`config.mk`:
```
export PLATFORM = sky130hd
export DESIGN_NAME = buck_ldo_ctrl
export DESIGN_NICKNAME = d
export VERILOG_FILES = /design/src/hw/buck_ldo_pkg.sv /design/src/hw/buck_slew.sv /design/src/hw/buck_ldo_ctrl.sv
export SDC_FILE = /design/constraint.sdc
export NUM_CORES = 1
export LEC_CHECK = 0
export ABC_AREA = 1
export BUFFER_PORTS_ARGS = -buffer_cell sky130_fd_sc_hd__buf_4
export CORE_UTILIZATION = 40
export DETAILED_ROUTE_END_ITERATION = 6
export SLEW_MARGIN = 20
export SYNTH_ARGS = -nofsm -noshare
export SYNTH_HDL_FRONTEND = slang
export SYNTH_SLANG_ARGS = --single-unit
```
`constraint.sdc`:
```
create_clock -name clk_i -period 6.24 [get_ports clk_i]
set_input_delay 0.312 -clock clk_i [delete_from_list [all_inputs] [get_ports clk_i]]
set_output_delay 0.312 -clock clk_i [all_outputs]
set_load 0.02 [all_outputs]
```
`src/hw/buck_ldo_pkg.sv`:
```
// Functional notes
// - Bucks 1-2 soft-start through eight stages
// - Bucks 3-4 use two intermediate stages
// - Hysteretic bucks 3-4 capped by field
// - Capacitance setting loads only from configuration
// - Disabled buck floats or discharges per bit
// - Bucks 1-2 switch 2/4 MHz, configuration-only
// - Buck 3 always switches at 2 MHz
// - Switching phase follows phase select bits
// - Source 01 or pin selects alternate voltage
// - Alternate voltage overrides on, sleep, hardware
// - Bucks 1-2 voltage changes slew at ramp rate; bucks 3-4 jump
// - Done pin low during voltage transition
// - Done tracks all slews, not accuracy
// - Ganged buck 4 follows buck 3 controls
// - Ganged auto mode runs forced continuous instead
// - Ganged hysteretic/linear limit equals buck 3
// - Switch mode closes switch when enabled
// - Disabled regulator outside switch mode floats or discharges per bit
// - On/sleep voltage fields pick default target
// - Hardware control input replaces mode, voltage while buck enabled
package buck_ldo_pkg;

  localparam int unsigned N_BUCK = 4;
  localparam int unsigned N_REG = 10;
  localparam int unsigned VSEL_W = 7;

  typedef enum logic [1:0] {
    MODE_AUTO = 2'b00,
    MODE_FORCED_CONTINUOUS_MODE = 2'b01,
    MODE_HYST = 2'b10,
    MODE_LDO  = 2'b11
  } buck_mode_e;

  localparam logic [1:0] SCALING_SRC_SOFT = 2'h1;

  // Switching period counter, 5 ns clock
  localparam int unsigned CLK_PERIOD_NS = 5;
  localparam int unsigned SW_PERIOD_2M_NS = 500;
  localparam int unsigned SW_PERIOD_4M_NS = 250;
  localparam logic [6:0] SW_CYC_2M = 7'(SW_PERIOD_2M_NS / CLK_PERIOD_NS);
  localparam logic [6:0] SW_CYC_4M = 7'(SW_PERIOD_4M_NS / CLK_PERIOD_NS);
  localparam logic [6:0] PHASE_STEP_2M = 7'(SW_CYC_2M / 4);
  localparam logic [6:0] PHASE_STEP_4M = 7'(SW_CYC_4M / 4);

  // Soft-start stage unit; real count is a top parameter
  localparam int unsigned SS_UNIT_US = 32;
  localparam int unsigned SS_UNIT_CYC_DEF = SS_UNIT_US * 1000 / CLK_PERIOD_NS;
  localparam logic [2:0] SS_FULL = 3'h7;
  localparam logic [2:0] SS_LAST_34 = 3'h2;

  // Voltage ramp: one code step per base time shifted by rate
  localparam int unsigned RAMP_STEP_NS = 1000;
  localparam logic [10:0] RAMP_BASE_CYC = 11'(RAMP_STEP_NS / CLK_PERIOD_NS);

  localparam logic [1:0] FREQ_RESET = 2'h0;
  localparam logic GANG_RESET = 1'b0;
  localparam logic [N_BUCK*2-1:0] CAP_RESET = 8'h00;

  function automatic logic [15:0] ss_cycles(input logic [15:0] unit, input logic [1:0] sel);
    ss_cycles = unit << sel;
  endfunction : ss_cycles

  function automatic logic [10:0] ramp_cycles(input logic [1:0] sel);
    ramp_cycles = RAMP_BASE_CYC << sel;
  endfunction : ramp_cycles

  function automatic logic phase_tick(input logic [6:0] cnt, input logic fast,
                                      input logic [1:0] ph);
    logic [6:0] c;
    c = (cnt >= SW_CYC_4M) ? 7'(cnt - SW_CYC_4M) : cnt;
    if (fast) begin
      phase_tick = (c == 7'(PHASE_STEP_4M * ph));
    end else begin
      phase_tick = (cnt == 7'(PHASE_STEP_2M * ph));
    end
  endfunction : phase_tick

endpackage : buck_ldo_pkg

```
`src/hw/buck_slew.sv`:
```
`timescale 1ns/1ps
`default_nettype none
module buck_slew (
  input wire logic clk_i,
  input wire logic nrst_i,
  input wire logic [buck_ldo_pkg::VSEL_W-1:0] target_i,
  input wire logic [1:0] rate_i,
  output logic [buck_ldo_pkg::VSEL_W-1:0] voltage_o,
  output logic done_o
);
  import buck_ldo_pkg::*;

  typedef struct packed {
    logic init;
    logic [VSEL_W-1:0] cur;
    logic [VSEL_W-1:0] last_tgt;
    logic [10:0] timer;
    logic done;
  } slew_s;

  slew_s q, d;

  always_comb begin
    d = q;
    d.last_tgt = target_i;
    if (!q.init) begin
      // First target after reset is taken without a ramp
      d.init = 1'b1;
      d.cur = target_i;
      d.timer = 11'h000;
    end else if (q.cur != target_i) begin
      if (target_i != q.last_tgt) begin
        d.timer = 11'h000;
      end else if (q.timer >= 11'(ramp_cycles(rate_i) - 11'h001)) begin
        d.timer = 11'h000;
        d.cur = (q.cur < target_i) ? VSEL_W'(q.cur + 1'b1) : VSEL_W'(q.cur - 1'b1);
      end else begin
        d.timer = 11'(q.timer + 11'h001);
      end
    end else begin
      d.timer = 11'h000;
    end
    d.done = (d.cur == target_i);
  end

  always_ff @(posedge clk_i or negedge nrst_i) begin
    if (!nrst_i) begin
      q <= '{init: 1'b0, cur: '0, last_tgt: '0, timer: 11'h000, done: 1'b1};
    end else begin
      q <= d;
    end
  end

  assign voltage_o = q.cur;
  assign done_o = q.done;
endmodule : buck_slew
`default_nettype wire

```
`src/hw/buck_ldo_ctrl.sv`:
```
`timescale 1ns/1ps
`default_nettype none
module buck_ldo_ctrl #(
  parameter int unsigned SS_UNIT_CYC = buck_ldo_pkg::SS_UNIT_CYC_DEF
) (
  input wire logic clk_i,
  input wire logic nrst_i,
  input wire logic nv_load_i,
  input wire logic [1:0] nv_switch_freq_sel_i,
  input wire logic [buck_ldo_pkg::N_BUCK-1:0][1:0] nv_output_capacitance_sel_i,
  input wire logic nv_gang_enable_i,
  input wire logic sleep_i,
  input wire logic [buck_ldo_pkg::N_BUCK-1:0] buck_enable_i,
  input wire logic [buck_ldo_pkg::N_BUCK-1:0][1:0] buck_softstart_step_time_i,
  input wire logic [buck_ldo_pkg::N_BUCK-1:0] buck_off_discharge_sel_i,
  input wire logic [buck_ldo_pkg::N_BUCK-1:0][1:0] buck_switch_phase_sel_i,
  input wire logic [buck_ldo_pkg::N_BUCK-1:0][buck_ldo_pkg::VSEL_W-1:0] buck_on_state_voltage_i,
  input wire logic [buck_ldo_pkg::N_BUCK-1:0][buck_ldo_pkg::VSEL_W-1:0] buck_sleep_voltage_i,
  input wire logic [buck_ldo_pkg::N_BUCK-1:0][1:0] buck_on_mode_i,
  input wire logic [buck_ldo_pkg::N_BUCK-1:0][1:0] buck_sleep_mode_i,
  input wire logic [buck_ldo_pkg::N_BUCK-1:0] hardware_control_input_i,
  input wire logic [buck_ldo_pkg::N_BUCK-1:0][buck_ldo_pkg::VSEL_W-1:0] buck_hwc_voltage_i,
  input wire logic [buck_ldo_pkg::N_BUCK-1:0][1:0] buck_hwc_mode_i,
  input wire logic [1:0][buck_ldo_pkg::VSEL_W-1:0] buck_alternate_voltage_i,
  input wire logic [1:0][1:0] buck_scaling_source_i,
  input wire logic [1:0] voltage_scaling_pin_i,
  input wire logic [1:0][1:0] buck_ramp_rate_i,
  input wire logic [1:0] buck3_hysteretic_current_cap_i,
  input wire logic [1:0] buck4_hysteretic_current_cap_i,
  input wire logic [buck_ldo_pkg::N_REG-1:0] regulator_enable_i,
  input wire logic [buck_ldo_pkg::N_REG-1:0] regulator_switch_mode_i,
  input wire logic [buck_ldo_pkg::N_REG-1:0] regulator_off_discharge_sel_i,
  output logic [buck_ldo_pkg::N_BUCK-1:0][1:0] buck_output_capacitance_sel_o,
  output logic [1:0] buck_switch_freq_sel_o,
  output logic buck_gang_enable_o,
  output logic [buck_ldo_pkg::N_BUCK-1:0] buck_switch_tick_o,
  output logic [buck_ldo_pkg::N_BUCK-1:0] buck_power_on_o,
  output logic [buck_ldo_pkg::N_BUCK-1:0][2:0] buck_ilim_stage_o,
  output logic [buck_ldo_pkg::N_BUCK-1:0][buck_ldo_pkg::VSEL_W-1:0] buck_target_voltage_o,
  output logic [buck_ldo_pkg::N_BUCK-1:0][1:0] buck_mode_o,
  output logic [1:0][1:0] buck_hyst_cap_o,
  output logic [1:0] buck_hyst_cap_active_o,
  output logic buck_gang_single_limit_o,
  output logic [buck_ldo_pkg::N_BUCK-1:0] buck_discharge_o,
  output logic buck1_scaling_done_pin_o,
  output logic buck2_scaling_done_pin_o,
  output logic [buck_ldo_pkg::N_REG-1:0] regulator_switch_closed_o,
  output logic [buck_ldo_pkg::N_REG-1:0] regulator_regulate_o,
  output logic [buck_ldo_pkg::N_REG-1:0] regulator_discharge_o
);
  import buck_ldo_pkg::*;

  typedef struct packed {
    logic [6:0] sw_cnt;
    logic [1:0] freq;
    logic [N_BUCK-1:0][1:0] cap;
    logic gang;
    logic [N_BUCK-1:0] pwr;
    logic [N_BUCK-1:0][2:0] ss_stage;
    logic [N_BUCK-1:0][15:0] ss_timer;
    logic [N_BUCK-1:0] tick;
    logic [N_BUCK-1:0][VSEL_W-1:0] tgt;
    logic [N_BUCK-1:0][1:0] mode;
    logic [1:0][1:0] hyst_cap;
    logic [1:0] hyst_act;
    logic gang_single;
    logic [N_BUCK-1:0] discharge;
    logic [1:0] done;
    logic [N_REG-1:0] reg_closed;
    logic [N_REG-1:0] reg_reg;
    logic [N_REG-1:0] reg_dis;
  } ctrl_s;

  ctrl_s q, d;
  logic [1:0][VSEL_W-1:0] slew_tgt;
  logic [1:0][VSEL_W-1:0] slew_v;
  logic [1:0] slew_done;

  // ----------------------------------------------------------------
  // Voltage ramps for bucks 1 and 2
  // ----------------------------------------------------------------
  for (genvar g = 0; g < 2; g++) begin : g_slew
    buck_slew u_slew (
      .clk_i(clk_i),
      .nrst_i(nrst_i),
      .target_i(slew_tgt[g]),
      .rate_i(buck_ramp_rate_i[g]),
      .voltage_o(slew_v[g]),
      .done_o(slew_done[g])
    );
  end

  // ----------------------------------------------------------------
  // Next state
  // ----------------------------------------------------------------
  always_comb begin
    int s;
    logic en;
    logic [VSEL_W-1:0] v;
    buck_mode_e m;
    logic fast;
    s = 0;
    en = 1'b0;
    v = '0;
    m = MODE_AUTO;
    fast = 1'b0;
    d = q;
    slew_tgt = '0;
    if (nv_load_i) begin
      // Configuration-only fields; nothing else writes them
      d.freq = nv_switch_freq_sel_i;
      d.cap = nv_output_capacitance_sel_i;
      d.gang = nv_gang_enable_i;
    end
    d.sw_cnt = (q.sw_cnt >= 7'(SW_CYC_2M - 7'h01)) ? 7'h00 : 7'(q.sw_cnt + 7'h01);
    for (int i = 0; i < int'(N_BUCK); i++) begin
      s = (i == 3 && q.gang) ? 2 : i;
      en = buck_enable_i[s];
      // Operating point: on/sleep, then hardware control, then scaling
      v = sleep_i ? buck_sleep_voltage_i[s] : buck_on_state_voltage_i[s];
      m = buck_mode_e'(sleep_i ? buck_sleep_mode_i[s] : buck_on_mode_i[s]);
      if (hardware_control_input_i[s] && en) begin
        v = buck_hwc_voltage_i[s];
        m = buck_mode_e'(buck_hwc_mode_i[s]);
      end
      if (i < 2 && (buck_scaling_source_i[i[0]] == SCALING_SRC_SOFT
          || voltage_scaling_pin_i[i[0]])) begin
        v = buck_alternate_voltage_i[i[0]];
      end
      if (i >= 2 && q.gang && m == MODE_AUTO) begin
        m = MODE_FORCED_CONTINUOUS_MODE;
      end
      d.mode[i] = m;
      if (i < 2) begin
        slew_tgt[i[0]] = v;
        d.tgt[i] = slew_v[i[0]];
      end else begin
        d.tgt[i] = v;
      end
      d.pwr[i] = en;
      d.discharge[i] = !en && !buck_off_discharge_sel_i[s];
      // Soft-start: restart from stage 0 on every enable
      if (!en || !q.pwr[i]) begin
        d.ss_stage[i] = 3'h0;
        d.ss_timer[i] = 16'h0000;
      end else if (q.ss_stage[i] != SS_FULL) begin
        if (q.ss_timer[i] >= 16'(ss_cycles(16'(SS_UNIT_CYC),
            buck_softstart_step_time_i[s]) - 16'h0001)) begin
          d.ss_timer[i] = 16'h0000;
          if (i >= 2 && q.ss_stage[i] == SS_LAST_34) begin
            d.ss_stage[i] = SS_FULL;
          end else begin
            d.ss_stage[i] = 3'(q.ss_stage[i] + 3'h1);
          end
        end else begin
          d.ss_timer[i] = 16'(q.ss_timer[i] + 16'h0001);
        end
      end
      // Bucks 3 and 4 run fixed 2 MHz, ganged or not
      fast = (i < 2) ? q.freq[i[0]] : 1'b0;
      d.tick[i] = phase_tick(q.sw_cnt, fast, buck_switch_phase_sel_i[s]);
    end
    // Hysteretic cap for bucks 3 and 4
    d.hyst_act[0] = (d.mode[2] == MODE_HYST);
    d.hyst_act[1] = (d.mode[3] == MODE_HYST);
    d.hyst_cap[0] = buck3_hysteretic_current_cap_i;
    d.hyst_cap[1] = q.gang ? buck3_hysteretic_current_cap_i : buck4_hysteretic_current_cap_i;
    d.gang_single = q.gang && (d.mode[2] == MODE_HYST || d.mode[2] == MODE_LDO);
    d.done = slew_done;
    // Regulators: switch mode bypasses regulation entirely
    d.reg_closed = regulator_switch_mode_i & regulator_enable_i;
    d.reg_reg = ~regulator_switch_mode_i & regulator_enable_i;
    d.reg_dis = ~regulator_switch_mode_i & ~regulator_enable_i
      & ~regulator_off_discharge_sel_i;
  end

  // ----------------------------------------------------------------
  // State register
  // ----------------------------------------------------------------
  always_ff @(posedge clk_i or negedge nrst_i) begin
    if (!nrst_i) begin
      q <= '0;
      q.freq <= FREQ_RESET;
      q.cap <= CAP_RESET;
      q.gang <= GANG_RESET;
      q.done <= 2'h3;
    end else begin
      q <= d;
    end
  end

  assign buck_output_capacitance_sel_o = q.cap;
  assign buck_switch_freq_sel_o = q.freq;
  assign buck_gang_enable_o = q.gang;
  assign buck_switch_tick_o = q.tick;
  assign buck_power_on_o = q.pwr;
  assign buck_ilim_stage_o = q.ss_stage;
  assign buck_target_voltage_o = q.tgt;
  assign buck_mode_o = q.mode;
  assign buck_hyst_cap_o = q.hyst_cap;
  assign buck_hyst_cap_active_o = q.hyst_act;
  assign buck_gang_single_limit_o = q.gang_single;
  assign buck_discharge_o = q.discharge;
  assign buck1_scaling_done_pin_o = q.done[0];
  assign buck2_scaling_done_pin_o = q.done[1];
  assign regulator_switch_closed_o = q.reg_closed;
  assign regulator_regulate_o = q.reg_reg;
  assign regulator_discharge_o = q.reg_dis;
endmodule : buck_ldo_ctrl
`default_nettype wire

```
Word-level counts from Yosys, hierarchy flattened
Cells that the tools add are included.
{"block": "classes", "order_cmp": 11, "n_eq_ne": 23, "multipliers": 6, "add_sub_neg": 22, "n_shift": 6, "bitwise": 7, "n_reduce_logical": 44, "n_mux": 103}
{"cell": "$mux 7", "count": 28}
{"cell": "$mux 16", "count": 12}
{"cell": "$mux 11", "count": 8}
{"cell": "$add 16x1->16 const B", "count": 4}
{"cell": "$ge 16x16->1", "count": 4}
{"cell": "$shl 13x2->16 const A", "count": 4}
{"cell": "$sub 16x1->16 const B", "count": 4}
{"cell": "$bmux 7 s2", "count": 3}
{"cell": "$eq 7x7->1", "count": 6}
{"cell": "$mux 2", "count": 21}
{"cell": "$mux 3", "count": 14}
{"cell": "$and 10x10->10", "count": 4}
{"cell": "$not 10->10", "count": 3}
{"cell": "$mul 5x2->7 const A", "count": 4}
{"cell": "$ne 7x7->1", "count": 4}
{"cell": "$add 11x1->11 const B", "count": 2}
{"cell": "$ge 11x11->1", "count": 2}
{"cell": "$shl 8x2->11 const A", "count": 2}
{"cell": "$sub 11x1->11 const B", "count": 2}
{"cell": "$add 7x1->7 const B", "count": 3}
{"cell": "$bmux 2 s2", "count": 5}
{"cell": "$reduce_bool 2->1", "count": 8}
{"cell": "$eq 7x6->1", "count": 2}
{"cell": "$lt 7x7->1", "count": 2}
{"cell": "18 further kinds", "count": 71}
{"block": "word_totals", "reg_bits": 234, "output_inout_bits": 110, "inputBits": 209, "wordCells": 265}

Longest topological paths before layout
Gate-level depths: netlist of the first run.
{"block": "depth", "word_depth": 10, "ltp_mapped": 27, "depth_no_buf": 26}

By module
A second synthesis of the first run with hierarchy kept.
{"block": "unflattened", "hier_cells": 1950, "area_unflattened_um2": 15327.2}
{"module": "buck_ldo_ctrl", "cells_each": 1354, "seq_area_each_um2": 4531.8, "area_per_inst_um2": 11040.6, "n_inst": 1}
{"module": "buck_slew", "cells_each": 298, "seq_area_each_um2": 676.9, "area_per_inst_um2": 2143.3, "n_inst": 2}

Worst setup path before layout of the first run
No wires, ideal clock.
{"block": "synth_timing", "path_kind": "input -> register", "from": "input sleep_i", "to": "register g_slew[1].u_slew.q, in the netlist g_slew[1].u_slew.done_o", "n_path_buf": 2, "path_stages": 26, "setup_ns": 0.067, "t_arrival_ns": 3.142, "slack_ns": 3.031, "required_ns": 6.173, "path_cell_list": "buf_6 inv_4 buf_6 nand2_1 nand3_1 nand2_1 nand2_2 inv_1 ha_1 a21oi_1 or2_2 nand3_1 inv_1 fa_1 inv_1 nand4_1 nand3_1 xor2_1 nand3_1 nand2_1 nand2_1 nand3_1 nand2_1 inv_1 nand2_1 nor2_1"}
{"element": "start, declared", "line_no": "buck_ldo_ctrl.sv:12", "source": "input wire logic sleep_i,"}
{"element": "end signal, assigned", "line_no": "buck_slew.sv:48", "source": "q <= '{init: 1'b0, cur: '0, last_tgt: '0, timer: 11'h000, done: 1'b1};"}
{"element": "end, declared", "line_no": "buck_slew.sv:21", "source": "slew_s q, d;"}

==> results of run 1 <==
-- per-stage QoR --
| stage | setup WS [ns] | hold WS (ns) | std cells | instance area [sq um] |
|---|---|---|---|---|
| finish | 2.06 | 0.0393 | 2762 | 19100 |
| global placement | 2.08 | 0.362 | 2616 | 17200 |
| floorplan | 3.03 | 0.0164 | 1932 | 15100 |
| global route | 1.47 | 0.0118 | 2761 | 19100 |
| CTS | 2.09 | 0.00268 | 2759 | 19100 |
| detailed placement | 1.94 | 0.361 | 2616 | 17200 |
-- cells in the final DEF (no fill, tap or decap), drive strengths merged, types with 2 or more instances in the layout --
cell type,instances
inv,252
nand3b,6
o21a,7
nand2,453
buf,325
a2111oi,2
nor2,206
nor3,39
a41oi,2
xor2,40
nor4,2
diode,3
a31oi,16
mux2,8
o2111ai,3
dlygate4sd3,90
xnor2,22
o22ai,4
nor3b,11
o21ai,68
fa,2
clkinv,9
or2,3
a21oi,73
nand4,42
ha,119
nand3,142
clkbuf,44
or3,3
a211oi,9
and3,2
mux2i,7
dfrtp,230
dfstp,4
-- power by group --
group / internal (uW) / leakage, uW / total [uW] / switching, uW
sequential: 1610 / 0.00300 / 1670 / 56.5
combinational: 424 / 0.00656 / 993 / 568
clock: 1010 / 0.000483 / 1680 / 670
-- worst max-delay path: cells and delay by family --
| kind | cells | cell delay [ns] |
|---|---|---|
| AO/OA/AOI/OAI | 4 | 0.56 |
| AND/OR/NAND/NOR | 16 | 1.95 |
| buffers and inverters | 4 | 0.98 |
| adder cells (fa/ha/maj) | 2 | 0.76 |
| XOR/XNOR | 1 | 0.09 |
-- kinds of logic (layout without fill, tap and decap cells) --
logic type | Yosys count | in the layout
multiplexers | 15 | 15
AND/OR/NAND/NOR | 909 | 909
XOR/XNOR | 62 | 62
AO/OA/AOI/OAI | 191 | 191
adder cells (fa/ha/maj) | 121 | 121
flip-flops | 234 | 234
other | 1 | 4
buffers and inverters | 399 | 722
-- flip-flops by register name, indices dropped and copies added, names as in the netlist, 8 cells and up --
register	cells
q	71
g_slew.u_slew.q	37
buck_target_voltage_o	28
g_slew.u_slew.voltage_o	14
buck_ilim_stage_o	12
regulator_discharge_o	10
regulator_regulate_o	10
regulator_switch_closed_o	10
buck_mode_o	8
buck_output_capacitance_sel_o	8
-- routing by layer --
metal / wire [um] / track usage / vias up
li1: - / - / 6738
met1: 17700 / 0.262 / 6139
met2: 18900 / 0.357 / 315
met3: 2130 / 0.0383 / 56
met4: 962 / 0.0538 / 0
met5: 0 / 0 / -
-- worst max-delay path by stage --
stage                           startpoint                 endpoint  depth (start not counted)
after floorplan                    sleep_i  g_slew[1].u_slew.done_o                         26
after global placement             sleep_i  g_slew[1].u_slew.done_o                         25
after detailed placement           sleep_i  g_slew[1].u_slew.done_o                         25
after CTS                 buck_enable_i[1]  g_slew[1].u_slew.done_o                         27
after global routing      buck_enable_i[1]  g_slew[1].u_slew.done_o                         27
final                     buck_enable_i[1]  g_slew[1].u_slew.done_o                         27
-- cell type report --
class,instances,area share
antenna,3,0.000394
sequential,234,0.307
inverter,254,0.0501
multi-input combinational,1299,0.382
timing repair buffer,415,0.176
clock buffer,44,0.0463
clock inverter,9,0.00459
tap,504,0.0331
==> flow_metrics.py, run 1 <==
metrics = {
    "run_status": {
        "outcome": "finished, final reports clean",
    },
    "routing": {
        "drtIter0Drc": 660,
        "drt-pass1-iter-count": 5,
        "ant_nets": 0,
        "routed_wl_mm": 39.7,
        "vias": 13200,
        "wire_per_inst_um": 14.4,
        "via_per_inst": 4.80,
        "drc": 0,
    },
    "cts": {
        "clock_latency_ns": 0.57,
        "clk_path_buf_depth": 3,
        "post_cts_buffers": 0,
        "hold_buffers": 90,
        "clock_sinks": 234,
        "cts_tree": "done",
        "cts_root_buf": "clkbuf_16",
        "clk_pin_slew_worst_paths_ns": 0.06,
        "h-tree-depth": 1,
        "cts_inserted_buffers": 29,
        "cts_resized": 0,
    },
    "global_route": {
        "grt_overflow": 0,
        "antenna_found_initial": 3,
        "grt_max_degree": 126,
        "first_global_vias": 13100,
        "track_usage": 0.206,
        "grt_pass1_wl_mm": 64.6,
    },
    "logic_synthesis": {
        "synthSimpleGateAreaFrac": 0.263,
        "yosys-top-cells-count": "nand2_1 (438), inv_1 (246), dfrtp_1 (230), nor2_1 (197), nand3_1 (136)",
        "yosysMostFrequentCell": "nand2_1",
        "synthMuxAreaShare": 0.0106,
        "synth_top_area_share": 0.382,
        "avgSynthCellArea_sq_um": 7.80,
        "synthXorXnorAreaFrac": 0.0360,
        "async_reset_ff_frac": 1.00,
        "synth_top_family_by_area": "simple AND/OR/NAND/NOR gates",
        "synth_edf_count": 0,
        "synth_top_cell_by_area": "dfrtp_1",
        "synth_compound_area_frac": 0.0717,
        "netlist-cell-type-count": 55,
        "seq_area_frac_synth": 0.389,
        "synth_area_sq_mm": 0.0151,
        "yosys_warnings": 0,
        "synth_adder_area_share": 0.101,
        "ys_ff_latch": 234,
        "synth_area_leaders": "dfrtp_1 (38%), nand2_1 (11%), ha_1 (9.9%)",
        "ys.flop_type": "dfrtp_1",
        "syn_nets": 2262,
        "syn_inst": 1932,
    },
    "layout": {
        "layout-area-overhead-vs-synth_pct": 26.4,
        "finalCoreUtilization": 0.517,
        "nets": 2563,
        "drive_gt1_frac": 0.188,
        "multi_input_area_sq_mm": 0.00728,
        "area.sequential_sq_mm": 0.00586,
        "fillers": 3518,
    },
    "worst_setup_path": {
        "worstReg2RegEnd": "g_slew[1].u_slew.done_o",
        "r2r_cells": 19,
        "r2r-start": "g_slew[1].u_slew.voltage_o[2]",
        "slowest_stage": "dlygate4sd3_1",
        "reg2reg_slack_ns": 3.05,
        "path_common_cell": "nand2_1",
        "crit_type": "in2reg",
        "worst-path-max-fanout": 26,
        "startpoint_type": "primary input",
        "slowest_delay_ns": 0.54,
        "cp-end-kind": "register",
        "crit_arrival_ns": 4.68,
        "critPathRequiredTime_ns": 6.74,
    },
    "timing": {
        "clock_skew_ns": 0.00912,
        "drv_slew": 0,
        "min_period_over_period": 0.669,
        "hold_viol_final": 0,
        "rsz0062_at_grt": "false",
        "worst_pin_slew_ns": 0.934,
        "timing.fmax_mhz": 239,
        "finalSetupViolCount": 0,
        "maxSlewHeadroom": 0.377,
        "final.setup.tns_ns": 0,
        "fin_crit_ns": 4.18,
    },
    "power_and_ir_drop": {
        "power.total_uw": 4340,
        "power_density_mw_per_mm2": 228,
        "ir_drop_mv": 0.189,
        "p_leak_uw": 0.0100,
    },
    "floorplanning": {
        "io_pins": 319,
        "dieArea_sq_mm": 0.0385,
        "start_util": 0.409,
        "core.rowCount": 70,
        "die_x_um": 196,
        "core_area_sq_mm": 0.0369,
        "die_h_um": 196,
    },
    "hold_path": {
        "worstHoldStart": "buck_sleep_mode_i[1]",
        "hp-class": "in2reg",
        "min_path_cells": 3,
        "whs_endpoint": "buck_mode_o[1]",
    },
    "placed_design": {
        "dp_hpwl_mm": 29.4,
        "portBuffers": 318,
        "gp_congestion": 0.859,
    },
    "job": {
        "cap_violations": 0,
    },
}
No activity file was read; power rests on OpenSTA's default activity.
==> run 2, diff against run 1 <==
Clock period 6.24 ns to 3.9 ns, I/O delays scaled along.
==> run 2 against run 1 <==
- clock power is 62% higher
- via count is 1.4% higher
- global-route usage is 0.15 points higher
- clock skew is 0.012 ns higher
- first-iteration DRC count is 5.2% lower
- count of clock-buffer cells in the layout is 6 higher
- sequential power is 60% higher
- final area is 2.8% higher
- die area stayed put
- setup slack worse by 1.7 ns
- non-clock buffer count is 51 higher
==> flow_metrics.py, run 2 (same netlist as run 1, synthesis figures left out) <==
metrics = {
    "power_and_ir_drop": {
        "power.total_uw": 7040,
        "ir_drop_mv": 0.277,
        "power_density_mw_per_mm2": 359,
        "p_leak_uw": 0.0103,
    },
    "cts": {
        "cts_root_buf": "clkbuf_16",
        "clk_path_buf_depth": 3,
        "post_cts_buffers": 0,
        "clk_pin_slew_worst_paths_ns": 0.06,
        "clock_sinks": 234,
        "cts_tree": "done",
        "clock_latency_ns": 0.56,
        "cts_inserted_buffers": 31,
        "h-tree-depth": 1,
    },
    "worst_setup_path": {
        "crit_type": "in2reg",
        "crit_arrival_ns": 4.00,
        "reg2reg_slack_ns": 0.84,
        "slowest_stage": "dlygate4sd3_1",
        "r2r_cells": 14,
        "worst-path-max-fanout": 10,
        "slowest_delay_ns": 0.54,
        "r2r-start": "q[175]",
        "cp_num_buf_inv": 5,
        "critPathRequiredTime_ns": 4.36,
        "critical_path_depth": 26,
        "startpoint_type": "primary input",
        "worstReg2RegEnd": "buck_switch_tick_o[1]",
        "crit_family": "simple AND/OR/NAND/NOR gates",
        "cp-end-kind": "register",
    },
    "floorplanning": {
        "die_h_um": 196,
        "core_area_sq_mm": 0.0369,
        "core.rowCount": 70,
        "die_x_um": 196,
        "io_pins": 319,
        "start_util": 0.409,
        "dieArea_sq_mm": 0.0385,
    },
    "timing": {
        "drv_slew": 0,
        "min_period_over_period": 0.908,
        "postLayoutSetupSlackWorst_ns": 0.361,
        "maxSlewHeadroom": 0.365,
        "worst_pin_slew_ns": 0.952,
        "fin_crit_ns": 3.54,
        "finalSetupViolCount": 0,
        "hold_viol_final": 0,
        "clock_skew_ns": 0.0212,
        "timing.fmax_mhz": 283,
    },
    "routing": {
        "wire_per_inst_um": 14.3,
        "vias": 13400,
        "drtIter0Drc": 626,
        "routed_wl_mm": 40.3,
        "drt-pass1-iter-count": 5,
        "drc": 0,
        "ant_nets": 0,
        "via_per_inst": 4.77,
    },
    "global_route": {
        "first_global_vias": 13300,
        "globalRouteMet2Util": 0.358,
        "grt_overflow": 0,
        "busiest_layer": "met2",
        "antenna_found_initial": 4,
        "grt_pass1_wl_mm": 65.0,
        "use_met1": 0.270,
        "track_usage": 0.207,
        "grtUsageMet3": 0.0275,
        "grt_max_degree": 115,
    },
    "placed_design": {
        "dp_hpwl_mm": 30.0,
        "dp.cells": 2630,
        "gp_congestion": 0.877,
        "portBuffers": 318,
        "pre_cts_slack_ns": 0.0834,
        "postPlaceCellArea_sq_mm": 0.0173,
    },
    "hold_path": {
        "worstHoldStart": "nv_load_i",
        "min_path_cells": 2,
        "whs_endpoint": "buck_output_capacitance_sel_o[0]",
        "hp-class": "in2reg",
    },
    "run_status": {
        "outcome": "finished, final reports clean",
    },
    "layout": {
        "layout-area-overhead-vs-synth_pct": 29.9,
        "final_common_cell": "nand2_1",
        "instances_no_fill": 2816,
        "largest-register": "q",
        "layout_common_cells": "nand2_1 (437), buf_4 (335), inv_1 (246)",
        "largest_reg_flops": 71,
        "nets": 2616,
        "fin_area_sq_mm": 0.0196,
        "finalCoreUtilization": 0.531,
        "drive_gt1_frac": 0.190,
    },
    "job": {
        "cap_violations": 0,
    },
}
[run 2: final cells by class]
| cell class | count | area, sq um |
|---|---|---|
| Antenna cell | 4 | 10.0 |
| Clock buffer | 50 | 927 |
| Clock inverter | 5 | 56.3 |
| Fill cell | 3469 | 17300 |
| Inverter | 254 | 956 |
| Multi-Input combinational cell | 1299 | 7300 |
| Sequential cell | 234 | 5860 |
| Tap cell | 504 | 631 |
| Timing Repair Buffer | 466 | 3850 |
[run 2: per-layer routing]
metal | vias up | share of wire
met5 | - | 0
met4 | 0 | 0.025
met3 | 59 | 0.045
met2 | 298 | 0.48
met1 | 6249 | 0.45
li1 | 6830 | -
[run 2: worst max path at each step]
stage	start	endpoint	slack, ns
detailed placement	buck_scaling_source_i[3]	g_slew[1].u_slew.done_o	0.08
floorplan	sleep_i	g_slew[1].u_slew.done_o	0.81
global route	buck_enable_i[0]	g_slew[0].u_slew.done_o	-0.00008
finish	buck_enable_i[1]	g_slew[1].u_slew.done_o	0.36
global placement	sleep_i	g_slew[1].u_slew.done_o	0.23
CTS	buck_enable_i[1]	g_slew[1].u_slew.done_o	0.18
[run 2: report_power, final]
part | internal [uW] | total [uW] | switching, uW
registers | 2580 | 2670 | 98.4
logic | 729 | 1650 | 918
clock network | 1670 | 2720 | 1050
total | 4980 | 7040 | 2060
[run 2: repair_timing]
| action | in CTS | in global routing |
|---|---|---|
| endpoints found under the setup margin | 0 | 4 |
| hold buffers | 127 | 0 |
| hold endpoints to repair | 191 | 0 |
| resized for setup | 0 | 6 |
[run 2: metrics by stage]
step / TNS, ns / hold WS, ns
finish: 0 / 0.0406
global route: -0.0000844 / 0.0344
CTS: 0 / 0.00147
detailed placement: 0 / 0.319
global placement: 0 / 0.315
floorplan: 0 / -0.101
==> run 3, diff against run 2 <==
Settings changed: CAP_MARGIN from default to 20, HOLD_SLACK_MARGIN from default to 0.05, SLEW_MARGIN 20 to default.
==> run 3 against run 2 <==
- via count increased by 0.42%
- sequential cell count unchanged
- sequential power about the same
- clock skew shrank 0.0011 ns
- combinational power barely moved
- critical path type unchanged
- maximum frequency decreased by 0.46%
- setup slack worse by 0.016 ns
- largest cell class unchanged
- non-clock buffer count grew 9
==> flow_metrics.py, run 3 (same netlist as run 1, synthesis figures left out) <==
metrics = {
    "run_status": {
        "outcome": "finished, final reports clean",
    },
    "routing": {
        "wire_per_inst_um": 14.3,
        "routed.top_layer": "met4",
        "routed_wl_mm": 40.4,
        "via_per_inst": 4.78,
        "drt-pass1-iter-count": 5,
        "met3WireLength_mm": 1.86,
        "drtIter0Drc": 593,
        "wl_met2_mm": 19.4,
        "drc": 0,
        "met1_length_mm": 18.1,
        "ant_nets": 0,
        "vias": 13500,
    },
    "floorplanning": {
        "start_util": 0.409,
        "dieArea_sq_mm": 0.0385,
        "io_pins": 319,
        "core_area_sq_mm": 0.0369,
        "die_x_um": 196,
        "die_h_um": 196,
        "core.rowCount": 70,
    },
    "cts": {
        "clock_sinks": 234,
        "clk_path_buf_depth": 3,
        "cts_inserted_buffers": 31,
        "cts_root_buf": "clkbuf_16",
        "clk_pin_slew_worst_paths_ns": 0.05,
        "cts_tree": "done",
        "clock_latency_ns": 0.56,
        "post_cts_buffers": 0,
        "h-tree-depth": 1,
    },
    "worst_setup_path": {
        "crit_type": "in2reg",
        "startpoint_type": "primary input",
        "slowest_stage": "dlygate4sd3_1",
        "critPathRequiredTime_ns": 4.36,
        "r2r_cells": 11,
        "r2r-start": "buck_gang_enable_o",
        "slowest_delay_ns": 0.53,
        "crit_arrival_ns": 4.02,
        "worstReg2RegEnd": "buck_target_voltage_o[23]",
        "cp_num_buf_inv": 5,
        "reg2reg_slack_ns": 0.65,
        "crit_family": "simple AND/OR/NAND/NOR gates",
        "setup.worst_path.start": "buck_enable_i[1]",
        "worst-path-max-fanout": 10,
        "cp-end-kind": "register",
    },
    "power_and_ir_drop": {
        "seqPwrFrac": 0.379,
        "power_density_mw_per_mm2": 358,
        "p_comb_frac": 0.235,
        "p_sw_frac": 0.293,
        "power_frac_clock": 0.386,
        "p_switching_uw": 2070,
        "internal_power_uw": 4990,
        "ir_drop_mv": 0.276,
        "p_leak_uw": 0.0103,
    },
    "global_route": {
        "grt_overflow": 0,
        "antenna_found_initial": 4,
        "track_usage": 0.208,
        "grt_pass1_wl_mm": 65.4,
        "first_global_vias": 13400,
        "grt_max_degree": 115,
    },
    "timing": {
        "drv_slew": 0,
        "postLayoutSetupSlackWorst_ns": 0.344,
        "worst_pin_slew_ns": 0.962,
        "timing.fmax_mhz": 281,
        "hold_viol_final": 0,
        "min_period_over_period": 0.912,
        "clock_skew_ns": 0.0201,
        "finalSetupViolCount": 0,
        "maxSlewHeadroom": 0.359,
        "fin_crit_ns": 3.56,
    },
    "layout": {
        "largest-register": "q",
        "fin_area_sq_mm": 0.0197,
        "largest_reg_flops": 71,
        "layout_common_cells": "nand2_1 (437), buf_4 (335), inv_1 (246)",
        "nets": 2625,
        "drive_gt1_frac": 0.189,
        "final_common_cell": "nand2_1",
        "layout-area-overhead-vs-synth_pct": 30.5,
        "instances_no_fill": 2825,
    },
    "hold_path": {
        "worstHoldStart": "buck_on_state_voltage_i[2]",
        "min_path_cells": 5,
        "hp-class": "in2reg",
        "whs_endpoint": "g_slew[0].u_slew.q[14]",
    },
    "placed_design": {
        "dp.cells": 2630,
        "postPlaceCellArea_sq_mm": 0.0173,
        "portBuffers": 318,
        "gp_congestion": 0.877,
        "pre_cts_slack_ns": 0.0834,
        "dp_hpwl_mm": 30.0,
    },
    "job": {
        "cap_violations": 0,
    },
}
run 3: changes by cell type in the layout (fill, tap and decap cells not counted):
cell	previous run	this run
dlygate4sd3_1	127	136
run 3: what timing repair did:
action                                  CTS  global route
endpoints found under the setup margin    0             4
endpoints found under the hold margin   196             0
hold buffers                            136             0
resized for setup                         0             6
run 3: tightest hold or removal path, stage by stage:
cell and delay [ns]:
buf_4 0.09, nand2_2 0.05, nand3_2 0.05, nand2_2 0.07
nand2_2 0.13
run 3: worst max-delay path by stage:
stage                                          to  depth (start not counted)  slack [ns]
after CTS                 g_slew[1].u_slew.done_o                         27        0.18
after global routing      g_slew[0].u_slew.done_o                         27    -0.00008
final                     g_slew[1].u_slew.done_o                         26        0.34
after global placement    g_slew[1].u_slew.done_o                         25        0.23
after detailed placement  g_slew[1].u_slew.done_o                         26        0.08
after floorplan           g_slew[1].u_slew.done_o                         26        0.81
run 3: metrics by stage:
step                utilization  total power [uW]  hold WS [ns]  setup TNS [ns]
floorplan                     -              3730        -0.101               0
global placement          0.469              4210         0.315               0
detailed placement        0.469              4240         0.319               0
CTS                       0.533              7150        0.0520               0
global route              0.534              7460        0.0795      -0.0000844
finish                    0.534              7050        0.0928               0
run 3: power by group through the flow:
| stage | clock [uW] | sequential (uW) | combinational, uW |
|---|---|---|---|
| 6_report | 2720 | 2670 | 1660 |
| 5_1_grt | 2910 | 2690 | 1860 |
| 4_1_cts | 2820 | 2670 | 1650 |
| 3_5_place_dp | 0 | 2710 | 1530 |
| 3_3_place_gp | 0 | 2710 | 1500 |
| 2_1_floorplan | 0 | 2680 | 1050 |
run 3: final cells by class:
class	instances	area, sq um
antenna	4	10.0
clock buffer	50	927
clock inverter	5	56.3
fill	3457	17200
inverter	254	956
multi-input combinational	1299	7300
sequential	234	5860
tap	504	631
timing repair buffer	475	3940
run 3: layer usage:
layer | vias up | global-route usage
li1 | 6852 | -
met1 | 6250 | 0.270
met2 | 321 | 0.358
met3 | 69 | 0.0277
met4 | 0 | 0.0686
met5 | - | 0
